**src/logic/acmp_cfg.svh**
```systemverilog
// Register indices, field positions and reset values of the comparator control block
`ifndef ACMP_CFG_SVH
`define ACMP_CFG_SVH

`define ACMP_IDX_DIN_DISABLE   6'h01
`define ACMP_IDX_PIN_READ      6'h02
`define ACMP_IDX_CONV_B        6'h03
`define ACMP_IDX_CTRL_STATUS   6'h08
`define ACMP_IDX_IRQ_MASK      6'h09

`define ACMP_BIT_POWER_OFF     3'd7
`define ACMP_BIT_BANDGAP       3'd6
`define ACMP_BIT_RESULT        3'd5
`define ACMP_BIT_FLAG          3'd4
`define ACMP_BIT_IRQ_EN        3'd3
`define ACMP_BIT_CAPTURE       3'd2
`define ACMP_BIT_MUX_EN        3'd6
`define ACMP_BIT_BUF_OFF_ONE   3'd1
`define ACMP_BIT_BUF_OFF_TWO   3'd2

`define ACMP_CONV_B_RW_MASK    8'hD7
`define ACMP_RST_CTRL          6'h00
`define ACMP_RST_CONV_B        8'h00
`define ACMP_RST_DIN_DISABLE   8'h00

`endif

```
**src/logic/acmp_pkg.sv**
```systemverilog
// Types shared by the comparator control modules
package acmp_pkg;

	typedef enum logic [1:0]
	{
		ACMP_EDGE_TOGGLE   = 2'h0,
		ACMP_EDGE_RESERVED = 2'h1,
		ACMP_EDGE_FALL     = 2'h2,
		ACMP_EDGE_RISE     = 2'h3
	} acmp_edge_mode_t;

	typedef struct packed
	{
		logic            power_off;
		logic            bandgap_positive_select;
		logic            compare_irq_enable;
		logic            capture_route_enable;
		acmp_edge_mode_t edge_mode;
	} acmp_ctrl_t;

	typedef struct packed
	{
		logic       use_channel;
		logic [2:0] channel;
	} acmp_neg_sel_t;

endpackage

```
**src/logic/acmp_top.sv**
```systemverilog
// Comparator control and status logic with APB register access
// How it works
// - Result bit reads one when positive input is above negative input.
// - Raw comparator output is synchronised, adding two cycles latency.
// - Edge mode 00 toggle, 01 reserved, 10 falling, 11 rising.
// - Event flag at bit 4 is set on the selected event.
// - Event flag clears when the interrupt vector is taken.
// - Writing one to the flag clears it; zero leaves it.
// - Interrupt request needs flag, enable bit 3 and global enable.
// - Bit 7 powers the comparator off, writable at any time.
// - Bit 6 selects the bandgap instead of the positive pin.
// - Bit 2 routes the comparator output to the timer capture input.
// - Mux enabled and converter off: codes 0 to 7 pick channel pins.
// - Otherwise the negative pin drives the negative input.
// - Input buffer disable bits 2:1 force matching pin read bits to zero.
// - Converter control B: mux enable bit 6, bits 5 and 3 zero.
//
// Chosen here: the APB interface to the registers.
`timescale 1ns/10ps
`default_nettype none
`include "acmp_cfg.svh"

module acmp_top
(
	input  wire logic                 mclk_i,
	input  wire logic                 rst_n_i,
	input  wire logic                 psel,
	input  wire logic                 penable,
	input  wire logic                 pwrite,
	input  wire logic [7:0]           paddr,
	input  wire logic [31:0]          pwdata,
	output var  logic [31:0]          prdata,
	output var  logic                 pready,
	output var  logic                 pslverr,
	input  wire logic                 cmp_raw_i,
	input  wire logic                 converter_enable_i,
	input  wire logic [4:0]           channel_select_code_i,
	input  wire logic                 global_irq_enable_i,
	input  wire logic                 irq_ack_i,
	input  wire logic [7:0]           pin_level_i,
	output var  logic                 irq_o,
	output var  logic                 power_off_o,
	output var  logic                 bandgap_sel_o,
	output var  acmp_pkg::acmp_neg_sel_t neg_sel_o,
	output var  logic                 capture_o,
	output var  logic [7:0]           conv_ctrl_b_o,
	output var  logic [7:0]           input_buffer_off_o
);

	acmp_pkg::acmp_ctrl_t ctrl_q;
	logic                 flag_q;
	logic [7:0]           conv_b_q;
	logic [7:0]           din_off_q;
	logic [7:0]           pin_read_q;
	logic                 result;
	logic                 cmp_event;
	logic                 wr_done;
	logic                 setup;
	logic [7:0]           rd_byte;
	logic                 mapped;

	function automatic logic hit(input logic [7:0] addr, input logic [5:0] idx);
		hit = (addr[7:2] == idx) && (addr[1:0] == 2'h0);
	endfunction

	acmp_sync u_sync
	(
		.mclk_i  (mclk_i),
		.rst_n_i (rst_n_i),
		.async_i (cmp_raw_i),
		.sync_o  (result)
	);

	acmp_edge u_edge
	(
		.mclk_i  (mclk_i),
		.rst_n_i (rst_n_i),
		.level_i (result),
		.mode_i  (ctrl_q.edge_mode),
		.event_o (cmp_event)
	);

	assign setup   = psel & ~penable;
	assign wr_done = psel & penable & pready & pwrite;

	always_comb
	begin
		mapped  = 1'b1;
		rd_byte = 8'h00;
		if (hit(paddr, `ACMP_IDX_CTRL_STATUS))
			rd_byte = {ctrl_q.power_off, ctrl_q.bandgap_positive_select, result, flag_q,
				ctrl_q.compare_irq_enable, ctrl_q.capture_route_enable, ctrl_q.edge_mode};
		else if (hit(paddr, `ACMP_IDX_IRQ_MASK))
			rd_byte = {3'h0, ctrl_q.compare_irq_enable, 4'h0};
		else if (hit(paddr, `ACMP_IDX_CONV_B))
			rd_byte = conv_b_q & `ACMP_CONV_B_RW_MASK;
		else if (hit(paddr, `ACMP_IDX_DIN_DISABLE))
			rd_byte = din_off_q;
		else if (hit(paddr, `ACMP_IDX_PIN_READ))
			rd_byte = pin_read_q;
		else
			mapped = 1'b0;
	end

	// Zero wait states: ready rises in the cycle after setup
	always_ff @(posedge mclk_i)
	begin
		if (!rst_n_i)
		begin
			pready  <= 1'b0;
			pslverr <= 1'b0;
			prdata  <= 32'h0000_0000;
		end
		else
		begin
			pready  <= setup;
			pslverr <= setup & ~mapped;
			if (setup && !pwrite)
				prdata <= {24'h00_0000, rd_byte};
		end
	end

	// Control fields; software must quiet the interrupt before edits
	always_ff @(posedge mclk_i)
	begin
		if (!rst_n_i)
			ctrl_q <= `ACMP_RST_CTRL;
		else if (wr_done && hit(paddr, `ACMP_IDX_CTRL_STATUS))
		begin
			ctrl_q.power_off               <= pwdata[`ACMP_BIT_POWER_OFF];
			ctrl_q.bandgap_positive_select <= pwdata[`ACMP_BIT_BANDGAP];
			ctrl_q.compare_irq_enable      <= pwdata[`ACMP_BIT_IRQ_EN];
			ctrl_q.capture_route_enable    <= pwdata[`ACMP_BIT_CAPTURE];
			ctrl_q.edge_mode               <= acmp_pkg::acmp_edge_mode_t'(pwdata[1:0]);
		end
		else if (wr_done && hit(paddr, `ACMP_IDX_IRQ_MASK))
			ctrl_q.compare_irq_enable <= pwdata[`ACMP_BIT_FLAG];
	end

	// Set beats clear so an event coinciding with a clear is kept
	always_ff @(posedge mclk_i)
	begin
		if (!rst_n_i)
			flag_q <= 1'b0;
		else if (cmp_event)
			flag_q <= 1'b1;
		else if (irq_ack_i)
			flag_q <= 1'b0;
		else if (wr_done && hit(paddr, `ACMP_IDX_CTRL_STATUS) && pwdata[`ACMP_BIT_FLAG])
			flag_q <= 1'b0;
	end

	always_ff @(posedge mclk_i)
	begin
		if (!rst_n_i)
			conv_b_q <= `ACMP_RST_CONV_B;
		else if (wr_done && hit(paddr, `ACMP_IDX_CONV_B))
			conv_b_q <= pwdata[7:0] & `ACMP_CONV_B_RW_MASK;
	end

	always_ff @(posedge mclk_i)
	begin
		if (!rst_n_i)
			din_off_q <= `ACMP_RST_DIN_DISABLE;
		else if (wr_done && hit(paddr, `ACMP_IDX_DIN_DISABLE))
			din_off_q <= pwdata[7:0];
	end

	// Only the two comparator pins have gated digital buffers here
	always_ff @(posedge mclk_i)
	begin
		if (!rst_n_i)
			pin_read_q <= 8'h00;
		else
		begin
			pin_read_q    <= pin_level_i;
			pin_read_q[1] <= pin_level_i[1] & ~din_off_q[`ACMP_BIT_BUF_OFF_ONE];
			pin_read_q[2] <= pin_level_i[2] & ~din_off_q[`ACMP_BIT_BUF_OFF_TWO];
		end
	end

	always_ff @(posedge mclk_i)
	begin
		if (!rst_n_i)
			irq_o <= 1'b0;
		else
			irq_o <= flag_q & ctrl_q.compare_irq_enable & global_irq_enable_i;
	end

	// Codes above seven are not defined for the mux; fall back to the pin
	always_ff @(posedge mclk_i)
	begin
		if (!rst_n_i)
			neg_sel_o <= '0;
		else
		begin
			neg_sel_o.use_channel <= conv_b_q[`ACMP_BIT_MUX_EN] & ~converter_enable_i
				& (channel_select_code_i[4:3] == 2'h0);
			neg_sel_o.channel     <= channel_select_code_i[2:0];
		end
	end

	always_ff @(posedge mclk_i)
	begin
		if (!rst_n_i)
		begin
			power_off_o        <= 1'b0;
			bandgap_sel_o      <= 1'b0;
			capture_o          <= 1'b0;
			conv_ctrl_b_o      <= 8'h00;
			input_buffer_off_o <= 8'h00;
		end
		else
		begin
			power_off_o        <= ctrl_q.power_off;
			bandgap_sel_o      <= ctrl_q.bandgap_positive_select;
			capture_o          <= ctrl_q.capture_route_enable & result;
			conv_ctrl_b_o      <= conv_b_q;
			input_buffer_off_o <= din_off_q;
		end
	end

	property p_result_latency;
		@(posedge mclk_i) disable iff (!rst_n_i)
		$past(rst_n_i, 2) |-> result == $past(cmp_raw_i, 2);
	endproperty
	a_result_latency: assert property (p_result_latency)
		else $error("Result does not follow raw input after two cycles");

	property p_rise_sets;
		@(posedge mclk_i) disable iff (!rst_n_i)
		(ctrl_q.edge_mode == acmp_pkg::ACMP_EDGE_RISE) && $rose(result) |=> flag_q;
	endproperty
	a_rise_sets: assert property (p_rise_sets)
		else $error("Rising edge did not set the flag");

	property p_fall_sets;
		@(posedge mclk_i) disable iff (!rst_n_i)
		(ctrl_q.edge_mode == acmp_pkg::ACMP_EDGE_FALL) && $fell(result) |=> flag_q;
	endproperty
	a_fall_sets: assert property (p_fall_sets)
		else $error("Falling edge did not set the flag");

	property p_toggle_sets;
		@(posedge mclk_i) disable iff (!rst_n_i)
		(ctrl_q.edge_mode == acmp_pkg::ACMP_EDGE_TOGGLE) && $changed(result) |=> flag_q;
	endproperty
	a_toggle_sets: assert property (p_toggle_sets)
		else $error("Toggle did not set the flag");

	property p_ready_after_setup;
		@(posedge mclk_i) disable iff (!rst_n_i)
		pready |-> $past(setup);
	endproperty
	a_ready_after_setup: assert property (p_ready_after_setup)
		else $error("Ready without a preceding setup cycle");

	property p_reserved_quiet;
		@(posedge mclk_i) disable iff (!rst_n_i)
		(ctrl_q.edge_mode == acmp_pkg::ACMP_EDGE_RESERVED) && !flag_q |=> !flag_q;
	endproperty
	a_reserved_quiet: assert property (p_reserved_quiet)
		else $error("Reserved mode set the flag");

	property p_event_sets;
		@(posedge mclk_i) disable iff (!rst_n_i)
		cmp_event |=> flag_q;
	endproperty
	a_event_sets: assert property (p_event_sets)
		else $error("Event lost");

	property p_ack_clears;
		@(posedge mclk_i) disable iff (!rst_n_i)
		irq_ack_i && !cmp_event |=> !flag_q;
	endproperty
	a_ack_clears: assert property (p_ack_clears)
		else $error("Vector acknowledge did not clear flag");

	property p_w1c;
		@(posedge mclk_i) disable iff (!rst_n_i)
		wr_done && hit(paddr, `ACMP_IDX_CTRL_STATUS) && !cmp_event
			|=> flag_q == ($past(flag_q) && !$past(pwdata[4]) && !$past(irq_ack_i));
	endproperty
	a_w1c: assert property (p_w1c)
		else $error("Flag write-one-to-clear wrong");

	property p_irq;
		@(posedge mclk_i) disable iff (!rst_n_i)
		flag_q && ctrl_q.compare_irq_enable && global_irq_enable_i |=> irq_o;
	endproperty
	a_irq: assert property (p_irq)
		else $error("Interrupt not raised");

	property p_irq_gated;
		@(posedge mclk_i) disable iff (!rst_n_i)
		!global_irq_enable_i || !ctrl_q.compare_irq_enable |=> !irq_o;
	endproperty
	a_irq_gated: assert property (p_irq_gated)
		else $error("Interrupt raised while disabled");

	property p_power_write;
		@(posedge mclk_i) disable iff (!rst_n_i)
		wr_done && hit(paddr, `ACMP_IDX_CTRL_STATUS) |=> ##1 power_off_o == $past(pwdata[7], 2)
			&& bandgap_sel_o == $past(pwdata[6], 2);
	endproperty
	a_power_write: assert property (p_power_write)
		else $error("Power or bandgap select not applied");

	property p_capture;
		@(posedge mclk_i) disable iff (!rst_n_i)
		capture_o |-> $past(ctrl_q.capture_route_enable) && $past(result);
	endproperty
	a_capture: assert property (p_capture)
		else $error("Capture driven without routing");

	property p_neg_mux;
		@(posedge mclk_i) disable iff (!rst_n_i)
		converter_enable_i || !conv_b_q[6] |=> !neg_sel_o.use_channel;
	endproperty
	a_neg_mux: assert property (p_neg_mux)
		else $error("Channel used while mux must be off");

	property p_neg_channel;
		@(posedge mclk_i) disable iff (!rst_n_i)
		conv_b_q[6] && !converter_enable_i && channel_select_code_i == 5'h05
			|=> neg_sel_o.use_channel && neg_sel_o.channel == 3'h5;
	endproperty
	a_neg_channel: assert property (p_neg_channel)
		else $error("Channel five not routed");

	property p_pin_gate;
		@(posedge mclk_i) disable iff (!rst_n_i)
		din_off_q[1] |=> !pin_read_q[1];
	endproperty
	a_pin_gate: assert property (p_pin_gate)
		else $error("Disabled pin buffer read nonzero");

	property p_conv_b_zero;
		@(posedge mclk_i) disable iff (!rst_n_i)
		setup && !pwrite && hit(paddr, `ACMP_IDX_CONV_B) |=> prdata[5] == 1'b0 && prdata[3] == 1'b0;
	endproperty
	a_conv_b_zero: assert property (p_conv_b_zero)
		else $error("Read-only bits of control B not zero");

endmodule

`default_nettype wire

```
**src/logic/acmp_sync.sv**
```systemverilog
// Two-stage synchroniser for the raw comparator output
`timescale 1ns/10ps
`default_nettype none

module acmp_sync
(
	input  wire logic mclk_i,
	input  wire logic rst_n_i,
	input  wire logic async_i,
	output var  logic sync_o
);

	logic meta_q;

	// First stage feeds only the second
	always_ff @(posedge mclk_i)
	begin
		if (!rst_n_i)
		begin
			meta_q <= 1'b0;
			sync_o <= 1'b0;
		end
		else
		begin
			meta_q <= async_i;
			sync_o <= meta_q;
		end
	end

endmodule

`default_nettype wire

```
**src/logic/acmp_edge.sv**
```systemverilog
// Edge detector choosing the comparator event by mode
`timescale 1ns/10ps
`default_nettype none

module acmp_edge
(
	input  wire logic                     mclk_i,
	input  wire logic                     rst_n_i,
	input  wire logic                     level_i,
	input  wire acmp_pkg::acmp_edge_mode_t mode_i,
	output logic                          event_o
);

	logic prev_q;

	always_ff @(posedge mclk_i)
	begin
		if (!rst_n_i)
			prev_q <= 1'b0;
		else
			prev_q <= level_i;
	end

	always_comb
	begin
		unique case (mode_i)
			acmp_pkg::ACMP_EDGE_TOGGLE:   event_o = level_i ^ prev_q;
			acmp_pkg::ACMP_EDGE_RESERVED: event_o = 1'b0;
			acmp_pkg::ACMP_EDGE_FALL:     event_o = prev_q & ~level_i;
			acmp_pkg::ACMP_EDGE_RISE:     event_o = level_i & ~prev_q;
		endcase
	end

endmodule

`default_nettype wire

```
**config.mk**
```make
export PLATFORM = sky130hd
export DESIGN_NAME = acmp_top
export DESIGN_NICKNAME = d
export VERILOG_FILES = /design/src/logic/acmp_pkg.sv /design/src/logic/acmp_top.sv /design/src/logic/acmp_sync.sv /design/src/logic/acmp_edge.sv
export VERILOG_INCLUDE_DIRS = /design/src /design/src/logic
export SDC_FILE = /design/constraint.sdc
export NUM_CORES = 1
export LEC_CHECK = 0
export ABC_AREA = 1
export BUFFER_PORTS_ARGS = -buffer_cell sky130_fd_sc_hd__buf_2
export CORE_MARGIN = 10
export CORE_UTILIZATION = 47
export DETAILED_ROUTE_END_ITERATION = 7
export GPL_ROUTABILITY_DRIVEN = 0
export PLACE_DENSITY = 0.83
export SYNTH_ARGS = -nofsm -noshare
export SYNTH_HDL_FRONTEND = slang
export SYNTH_SLANG_ARGS = --single-unit
```
**constraint.sdc**
```tcl
create_clock -name mclk_i -period 1.3 [get_ports mclk_i]
set_input_delay 0.26 -clock mclk_i [delete_from_list [all_inputs] [get_ports mclk_i]]
set_output_delay 0.26 -clock mclk_i [all_outputs]
set_load 0.02 [all_outputs]
```
==> results of run 1 <==
## per-layer routing
metal / track usage [%] / part of all wire [%]
met5: 0 / 0
met2: 24.9 / 49
met3: 4.32 / 8.4
met1: 16.0 / 40
met4: 8.11 / 2.3
## layout make-up
cell class | count | area, µm²
fill | 505 | 2250
clock buffer | 11 | 131
timing repair buffer | 84 | 458
clock inverter | 5 | 57.6
tap | 72 | 90.1
multi-input combinational | 211 | 1070
inverter | 54 | 208
sequential | 64 | 1280
## sequential cells by signal, summed over array words and instances, names as in the netlist, 4 cells and up
| register | cells |
|---|---|
| din_off_q | 8 |
| input_buffer_off_o | 8 |
| pin_read_q | 8 |
| prdata | 8 |
| conv_b_q | 6 |
| conv_ctrl_b_o | 6 |
| ctrl_q | 6 |
| neg_sel_o | 4 |
## per-stage QoR
stage,setup slack (ps),total power [W],instances
detailed placement,-20.8,0.00238,485
floorplan,70.8,0.00231,362
finish,122,0.00397,501
CTS,79.4,0.00399,501
global route,13.2,0.00411,501
global placement,-1.16,0.00237,485
## kinds of logic (layout without fill, tap and decap cells)
group                      after synthesis  after routing  synth area share, %
AOI/OAI and AO/OA                       59             59                 11.5
adders and majority gates                2              2                0.931
buffers and inverters                   87            154                 16.2
DFF                                     64             64                 47.7
other                                    1             26                0.139
and+or+nand+nor                        124            124                 23.6
## worst reg2reg max path, stage by stage, from the launching register on
cell and delay, ps:
dfxtp_1 370, nand4_4 210, nor2_4 200, nand2_1 60, o21ai_0 90, nand2_1 90
a21oi_2 110
## power groups by stage
stage / registers, W / clock network [W] / logic [W]
final: 0.00201 / 0.00163 / 0.000328
after global routing: 0.00201 / 0.00173 / 0.000363
after CTS: 0.00201 / 0.00165 / 0.000327
after detailed placement: 0.00205 / 0 / 0.000325
after global placement: 0.00205 / 0 / 0.000319
after floorplan: 0.00208 / 0 / 0.000238
## synth_stat cells
| cell type | n | area, µm² |
|---|---|---|
| inv_1 | 42 | 158 |
| nor2_8 | 2 | 40.0 |
| a31oi_1 | 2 | 12.5 |
| nand2_4 | 3 | 33.8 |
| nor4_1 | 2 | 12.5 |
| clkbuf_1 | 4 | 15.0 |
| buf_2 | 2 | 10.0 |
| dfxtp_1 | 64 | 1280 |
| inv_4 | 2 | 12.5 |
| nand3_1 | 12 | 60.1 |
| nand2_2 | 4 | 25.0 |
| a21oi_2 | 2 | 17.5 |
| conb_1 | 1 | 3.75 |
| a21oi_1 | 25 | 125 |
| inv_2 | 10 | 37.5 |
| nand4_4 | 1 | 21.3 |
| o21ai_0 | 15 | 75.1 |
| ha_1 | 2 | 25.0 |
| nand4_1 | 1 | 6.26 |
| nor2_2 | 8 | 50.1 |
| nor2_1 | 30 | 113 |
| nand2_1 | 55 | 206 |
| buf_4 | 27 | 203 |
| o21ai_1 | 14 | 70.1 |
| nor2_4 | 5 | 56.3 |
| nor3_2 | 1 | 10.0 |
| o221ai_1 | 1 | 8.76 |
## final timing paths
check	start	to	slack [ps]	depth (start not counted)
worst max-delay path	pready	ctrl_q[3]	120	6
worst min-delay path	converter_enable_i	neg_sel_o[3]	70	2
worst max register to register	pready	ctrl_q[3]	120	6
worst min register to register	u_sync.meta_q	u_sync.sync_o	420	2
## placed cells by master, fill, tap and decap left out, types with 3 or more instances in the layout
| cell type | Yosys | routed |
|---|---|---|
| dfxtp_1 | 64 | 64 |
| nand2_1 | 55 | 55 |
| nand2_2 | 4 | 4 |
| buf_4 | 27 | 15 |
| o21ai_0 | 15 | 14 |
| nand3_1 | 12 | 12 |
| clkbuf_8 | 0 | 9 |
| buf_2 | 2 | 69 |
| a21oi_1 | 25 | 25 |
| nor2_1 | 30 | 30 |
| o21ai_1 | 14 | 15 |
| nor2_4 | 5 | 5 |
| nand2_4 | 3 | 3 |
| inv_2 | 10 | 10 |
| conb_1 | 1 | 26 |
| inv_1 | 42 | 42 |
| nor2_2 | 8 | 8 |
==> results.yml, run 1 <==
setup_path:
  worst_path_max_delay_cell: "dfxtp_1"
  crit_path_max_fanout: 4
  start_kind: "flip-flop"
  path_buf_inv: 0
  slowest_delay_ps: 370
  worstSetupEndpointType: "flip-flop"
  worst_path_most_repeated_cell: "nand2_1"
  cp_top_family: "simple AND/OR/NAND/NOR gates"
  crit_type: "flip-flop to flip-flop"
  crit_required_ps: 1580
  crit_arrival_ps: 1450
  cp_cell_sequence: "nand4_4 -> nor2_4 -> nand2_1 -> o21ai_0 -> nand2_1 -> a21oi_2"
floorplan:
  rows: 27
  die_w_um: 95.6
  core-area_um2: 5540
  initial_core_util_pct: 48.5
  die_y_um: 95.6
  die_area_um2: 9150
  num_io_pins: 120
synthesis:
  synth.ff_latch_count: 64
  synth_cells: 337
  syn_area_per_cell_um2: 7.98
  netlist_area_um2: 2690
  ys_seq_area_share_pct: 47.7
  synth_warnings: 0
  synth_cell_type_count: 27
sta:
  finalMaxSlewViolations: 0
  rsz0062_at_grt: "false"
  fin_setup_tns_ps: 0
  skew_ps: 8.69
  period_minus_slack_ps: 1180
  period_share_pct: 90.6
  hold_violations: 0
  max_freq_mhz: 849
  final-setup-viol-count: 0
  whs_ps: 68.0
clock_tree:
  clkSinkCount: 64
  clk_path_buf_depth: 2
  ctsResizeCount: 0
  post_cts_buffers: 0
  cts_hold_buf: 0
  htreeDepth: 3
  clkTransAtPathRegs_ps: 70
  cts_buffers: 9
  insertion_delay_ps: 340
  cts_tree: "built"
  root_buffer: "clkbuf_8"
finish:
  fin_util_pct: 59.4
  fin_nets: 488
  final_area_um2: 3290
  antenna_cells: 0
  area_growth_pct: 22.4
  drive_gt1_share_pct: 31.7
routing:
  drt_iter0_drc: 162
  postRouteAntennaNets: 0
  wirelength_um: 6470
  drcViolationCount: 0
  wl_per_cell_um: 12.9
  vias_per_cell: 4.54
  dr.pass1.iters: 4
  vias: 2276
placed_design:
  dpl_cell_area_um2: 3100
  portBuffers: 69
  dpl.hpwl_um: 5130
grt:
  grtUsageTotal_pct: 14.6
  grt_pass1_wl_um: 10500
  grt_max_degree: 19
  grt_overflow_total: 0
  grt_pass1_vias: 2340
  grt_antenna_before_repair: 0
power:
  cellLeakagePower_nw: 1.84
  swShare_pct: 24.8
  pwr-share-comb_pct: 8.3
  clockPowerShare_pct: 41.1
  power.internal_w: 0.00298
  powerDensity_nw_per_um2: 1210
  power_frac_seq_pct: 50.6
  irDropWorstVdd_v: 0.000598
  switchingPower_w: 0.000986
worst_hold_path:
  min_path_type: "input pin to flip-flop"
job:
  maxCapViolCount: 0
run_status:
  outcome: "finished, final reports clean"
No activity file was read; power rests on OpenSTA's default activity.
==> run 2, diff against run 1 <==
Settings changed: CELL_PAD_IN_SITES_DETAIL_PLACEMENT from default to 1, CELL_PAD_IN_SITES_GLOBAL_PLACEMENT from default to 1, CORE_UTILIZATION 47 to 33.
==> results.yml, run 2 (synthesis results as in run 1) <==
placed_design:
  portBuffers: 69
  dpl_cell_area_um2: 3150
  dpl.hpwl_um: 6310
  placedCellCount: 514
  pre_cts_ws_ps: -77.2
finish:
  fin_util_pct: 42.6
  regArea_um2: 1280
  fin_nets: 488
  layout_common_cells: "69 x buf_2, 63 x dfxtp_1, 55 x nand2_1"
  fillers: 1018
  fin_cells: 531
  drive_gt1_share_pct: 32.2
  final_common_cell: "buf_2"
  multiInputGateArea_um2: 1070
  antenna_cells: 0
  area_growth_pct: 23.8
  final_area_um2: 3330
grt:
  grt_antenna_before_repair: 0
  grt_pass1_vias: 2514
  grtUsageTotal_pct: 13.3
  grt_overflow_total: 0
  grt_max_degree: 30
  grt_pass1_wl_um: 12600
clock_tree:
  htreeDepth: 3
  cts_buffers: 9
  insertion_delay_ps: 350
  cts_tree: "built"
  clkSinkCount: 64
  clkTransAtPathRegs_ps: 70
  root_buffer: "clkbuf_8"
  clk_path_buf_depth: 2
  cts_hold_buf: 0
floorplan:
  die_area_um2: 12200
  rows: 32
  initial_core_util_pct: 34.4
  die_y_um: 110
  die_w_um: 110
  core-area_um2: 7810
  num_io_pins: 120
routing:
  vias_per_cell: 4.48
  drt_iter0_drc: 100
  postRouteAntennaNets: 0
  wirelength_um: 7940
  vias: 2379
  dr.pass1.iters: 4
  wl_per_cell_um: 14.9
  drcViolationCount: 0
worst_hold_path:
  min_path_type: "input pin to flip-flop"
sta:
  fin_ws_ps: 61.3
  final-setup-viol-count: 0
  skew_ps: 9.91
  period_share_pct: 95.3
  fin_setup_tns_ps: 0
  finalMaxSlewViolations: 0
  rsz0062_at_grt: "false"
  max_freq_mhz: 807
  period_minus_slack_ps: 1240
  hold_violations: 0
setup_path:
  worstSetupEndpointType: "flip-flop"
  crit_required_ps: 1560
  crit_path_max_fanout: 4
  crit_arrival_ps: 1500
  start_kind: "flip-flop"
  crit_type: "flip-flop to flip-flop"
power:
  irDropWorstVdd_v: 0.000381
  powerDensity_nw_per_um2: 1160
  cellLeakagePower_nw: 1.83
run_status:
  outcome: "finished, final reports clean"
job:
  maxCapViolCount: 0
run 2: timing repair:
item	4_1_cts	5_1_grt
setup endpoints to repair	0	5
buffers inserted	0	1
resized for setup	0	2
run 2: path summary, 6_finish.rpt:
path / to / slack (ps) / cells past startpoint / start
min: neg_sel_o[3] / 60 / 2 / channel_select_code_i[3]
max: conv_b_q[4] / 60 / 5 / pready
max reg2reg: conv_b_q[4] / 60 / 5 / pready
min reg2reg: u_sync.sync_o / 420 / 2 / u_sync.meta_q
run 2: layer usage:
metal | part of all wire, % | vias up | global-route usage (%) | wire length (µm)
met2 | 51 | 61 | 23.4 | 4080
met5 | 0 | - | 0 | 0
met4 | 2.4 | 0 | 6.61 | 187
met1 | 40 | 1135 | 14.2 | 3200
met3 | 5.9 | 15 | 4.12 | 470
li1 | - | 1168 | - | -
run 2: power by group:
group	internal, W	total, W	leakage (nW)	switching, W
Clock	0.000736	0.00150	0.0813	0.000764
Combinational	0.000107	0.000347	1.23	0.000240
Sequential	0.00200	0.00201	0.521	0.0000150
run 2: stage by stage:
step	hold slack, ps	total power [W]
floorplan	336	0.00231
global placement	406	0.00239
detailed placement	414	0.00240
CTS	51.2	0.00390
global route	46.5	0.00403
finish	59.2	0.00386
run 2: area by class of cell:
| cell class | count | area share [%] |
|---|---|---|
| sequential | 64 | 38.5 |
| clock buffer | 11 | 4.25 |
| timing repair buffer | 84 | 14.1 |
| tap | 102 | 3.83 |
| inverter | 54 | 6.24 |
| multi-input combinational | 211 | 32.0 |
| clock inverter | 5 | 0.977 |
run 2: worst max-delay path, stage by stage (launching register included):
cell and delay (ps):
dfxtp_1 380, nand4_4 200, nor2_4 190, buf_4 150, o21ai_1 70, a21oi_1 170
==> run 3, diff against run 2 <==
--- a/config.mk
+++ b/config.mk
@@ -15,4 +15,5 @@
 export DETAILED_ROUTE_END_ITERATION = 7
 export GPL_ROUTABILITY_DRIVEN = 0
+export GPL_TIMING_DRIVEN = 0
 export PLACE_DENSITY = 0.83
 export SYNTH_ARGS = -nofsm -noshare
==> constraint.sdc (replaced) <==
create_clock -name mclk_i -period 1.3 [get_ports mclk_i]
set_input_delay 0.065 -clock mclk_i [delete_from_list [all_inputs] [get_ports mclk_i]]
set_output_delay 0.065 -clock mclk_i [all_outputs]
set_load 0.02 [all_outputs]
==> results.yml, run 3 (synthesis results as in run 1) <==
power:
  powerDensity_nw_per_um2: 1210
  irDropWorstVdd_v: 0.000475
  cellLeakagePower_nw: 2.04
placed_design:
  dpl.hpwl_um: 6270
  placedCellCount: 532
  dpl_cell_area_um2: 3250
  portBuffers: 68
setup_path:
  crit_required_ps: 1600
  crit_arrival_ps: 1530
  crit_type: "flip-flop to flip-flop"
  crit_path_max_fanout: 3
  worstSetupEndpointType: "flip-flop"
  start_kind: "flip-flop"
floorplan:
  die_y_um: 110
  die_w_um: 110
  rows: 32
  core-area_um2: 7810
  die_area_um2: 12200
  num_io_pins: 120
  initial_core_util_pct: 34.4
sta:
  slew_headroom_pct: 64.7
  rsz0062_at_grt: "false"
  skew_ps: 10.2
  finalMaxSlewViolations: 0
  max_freq_mhz: 817
  period_share_pct: 94.2
  hold_violations: 0
  final-setup-viol-count: 0
  worst_pin_slew_ps: 530
  fin_setup_tns_ps: 0
  period_minus_slack_ps: 1220
worst_hold_path:
  min_path_type: "input pin to flip-flop"
clock_tree:
  insertion_delay_ps: 350
  clkTransAtPathRegs_ps: 80
  clk_path_buf_depth: 2
  clkSinkCount: 64
  cts_buffers: 9
  cts_tree: "built"
  root_buffer: "clkbuf_8"
  htreeDepth: 3
finish:
  antenna_cells: 0
  layout_common_cells: "70 x buf_2, 62 x dfxtp_1, 55 x nand2_1"
  area_growth_pct: 38.2
  fin_cells: 570
  fin_util_pct: 47.6
  drive_gt1_share_pct: 33.5
  final_area_um2: 3710
  fillers: 1007
  fin_nets: 527
  final_common_cell: "buf_2"
routing:
  wirelength_um: 8710
  wl_per_cell_um: 15.3
  dr.pass1.iters: 4
  drcViolationCount: 0
  postRouteAntennaNets: 0
  vias: 2565
  drt_iter0_drc: 93
  vias_per_cell: 4.50
grt:
  grt_pass1_wl_um: 13800
  grt_antenna_before_repair: 0
  grt_pass1_vias: 2827
  grt_overflow_total: 0
  grtUsageTotal_pct: 14.5
  grt_max_degree: 12
job:
  maxCapViolCount: 0
run_status:
  outcome: "finished, final reports clean"
==> run 3: cell count changes in the layout (fill, tap and decap cells not counted), sizes merged <==
cell         before  now
dlygate4sd3       0   19
clkinv            2    0
clkinvlp          3    2
buf              84  100
clkbuf           11   16
bufinv            0    2
==> run 3: final cells by class <==
cell class	instances	area, µm²	share of cell area (%)
Sequential cell	64	1290	34.6
Multi-Input combinational cell	211	1070	28.9
Timing Repair Buffer	90	553	14.9
Buffer	33	228	6.13
Inverter	54	208	5.59
Clock buffer	12	165	4.45
Tap cell	102	128	3.44
Clock inverter	4	75.1	2.02
==> run 3: path summary, 6_finish.rpt <==
path | endpoint | startpoint | slack (ps) | cells past startpoint
setup / recovery | neg_sel_o[3] | conv_b_q[6] | 80 | 3
setup reg to reg | neg_sel_o[3] | conv_b_q[6] | 80 | 3
hold reg to reg | u_sync.sync_o | u_sync.meta_q | 430 | 2
hold / removal | flag_q | irq_ack_i | 10 | 4
==> run 3: where the power goes <==
group,internal [W],leakage [nW],switching (W)
combinational,0.000180,1.40,0.000260
sequential,0.00200,0.521,0.0000155
clock,0.00124,0.115,0.000792
total,0.00341,2.04,0.00107
==> run 3: what timing repair did <==
item	4_1_cts	5_1_grt
pin swaps	1	4
setup buffers	0	3
endpoints found under the setup margin	2	14
hold buffers	19	0
endpoints found under the hold margin	20	0
resized for setup	0	4
==> run 3: routing by layer <==
metal | wire (µm) | vias to the layer above | track usage, %
met4 | 251 | 0 | 7.89
met2 | 4510 | 86 | 25.5
met3 | 677 | 20 | 4.00
met5 | 0 | - | 0
li1 | - | 1243 | -
met1 | 3270 | 1216 | 15.3
==> run 3: metrics by stage <==
stage,hold WS [ps],power [W],worst slack [ps]
finish,14.1,0.00448,75.4
detailed placement,234,0.00244,32.2
floorplan,141,0.00231,70.8
global route,40.0,0.00465,6.61
global placement,229,0.00243,59.2
CTS,1.02,0.00449,2.17
==> run 3: worst max-delay path, cell delays in order (launching register included) <==
cell and delay [ps]:
dfxtp_1 360, nand2_1 100, nor4_2 140, dlygate4sd3_1 570
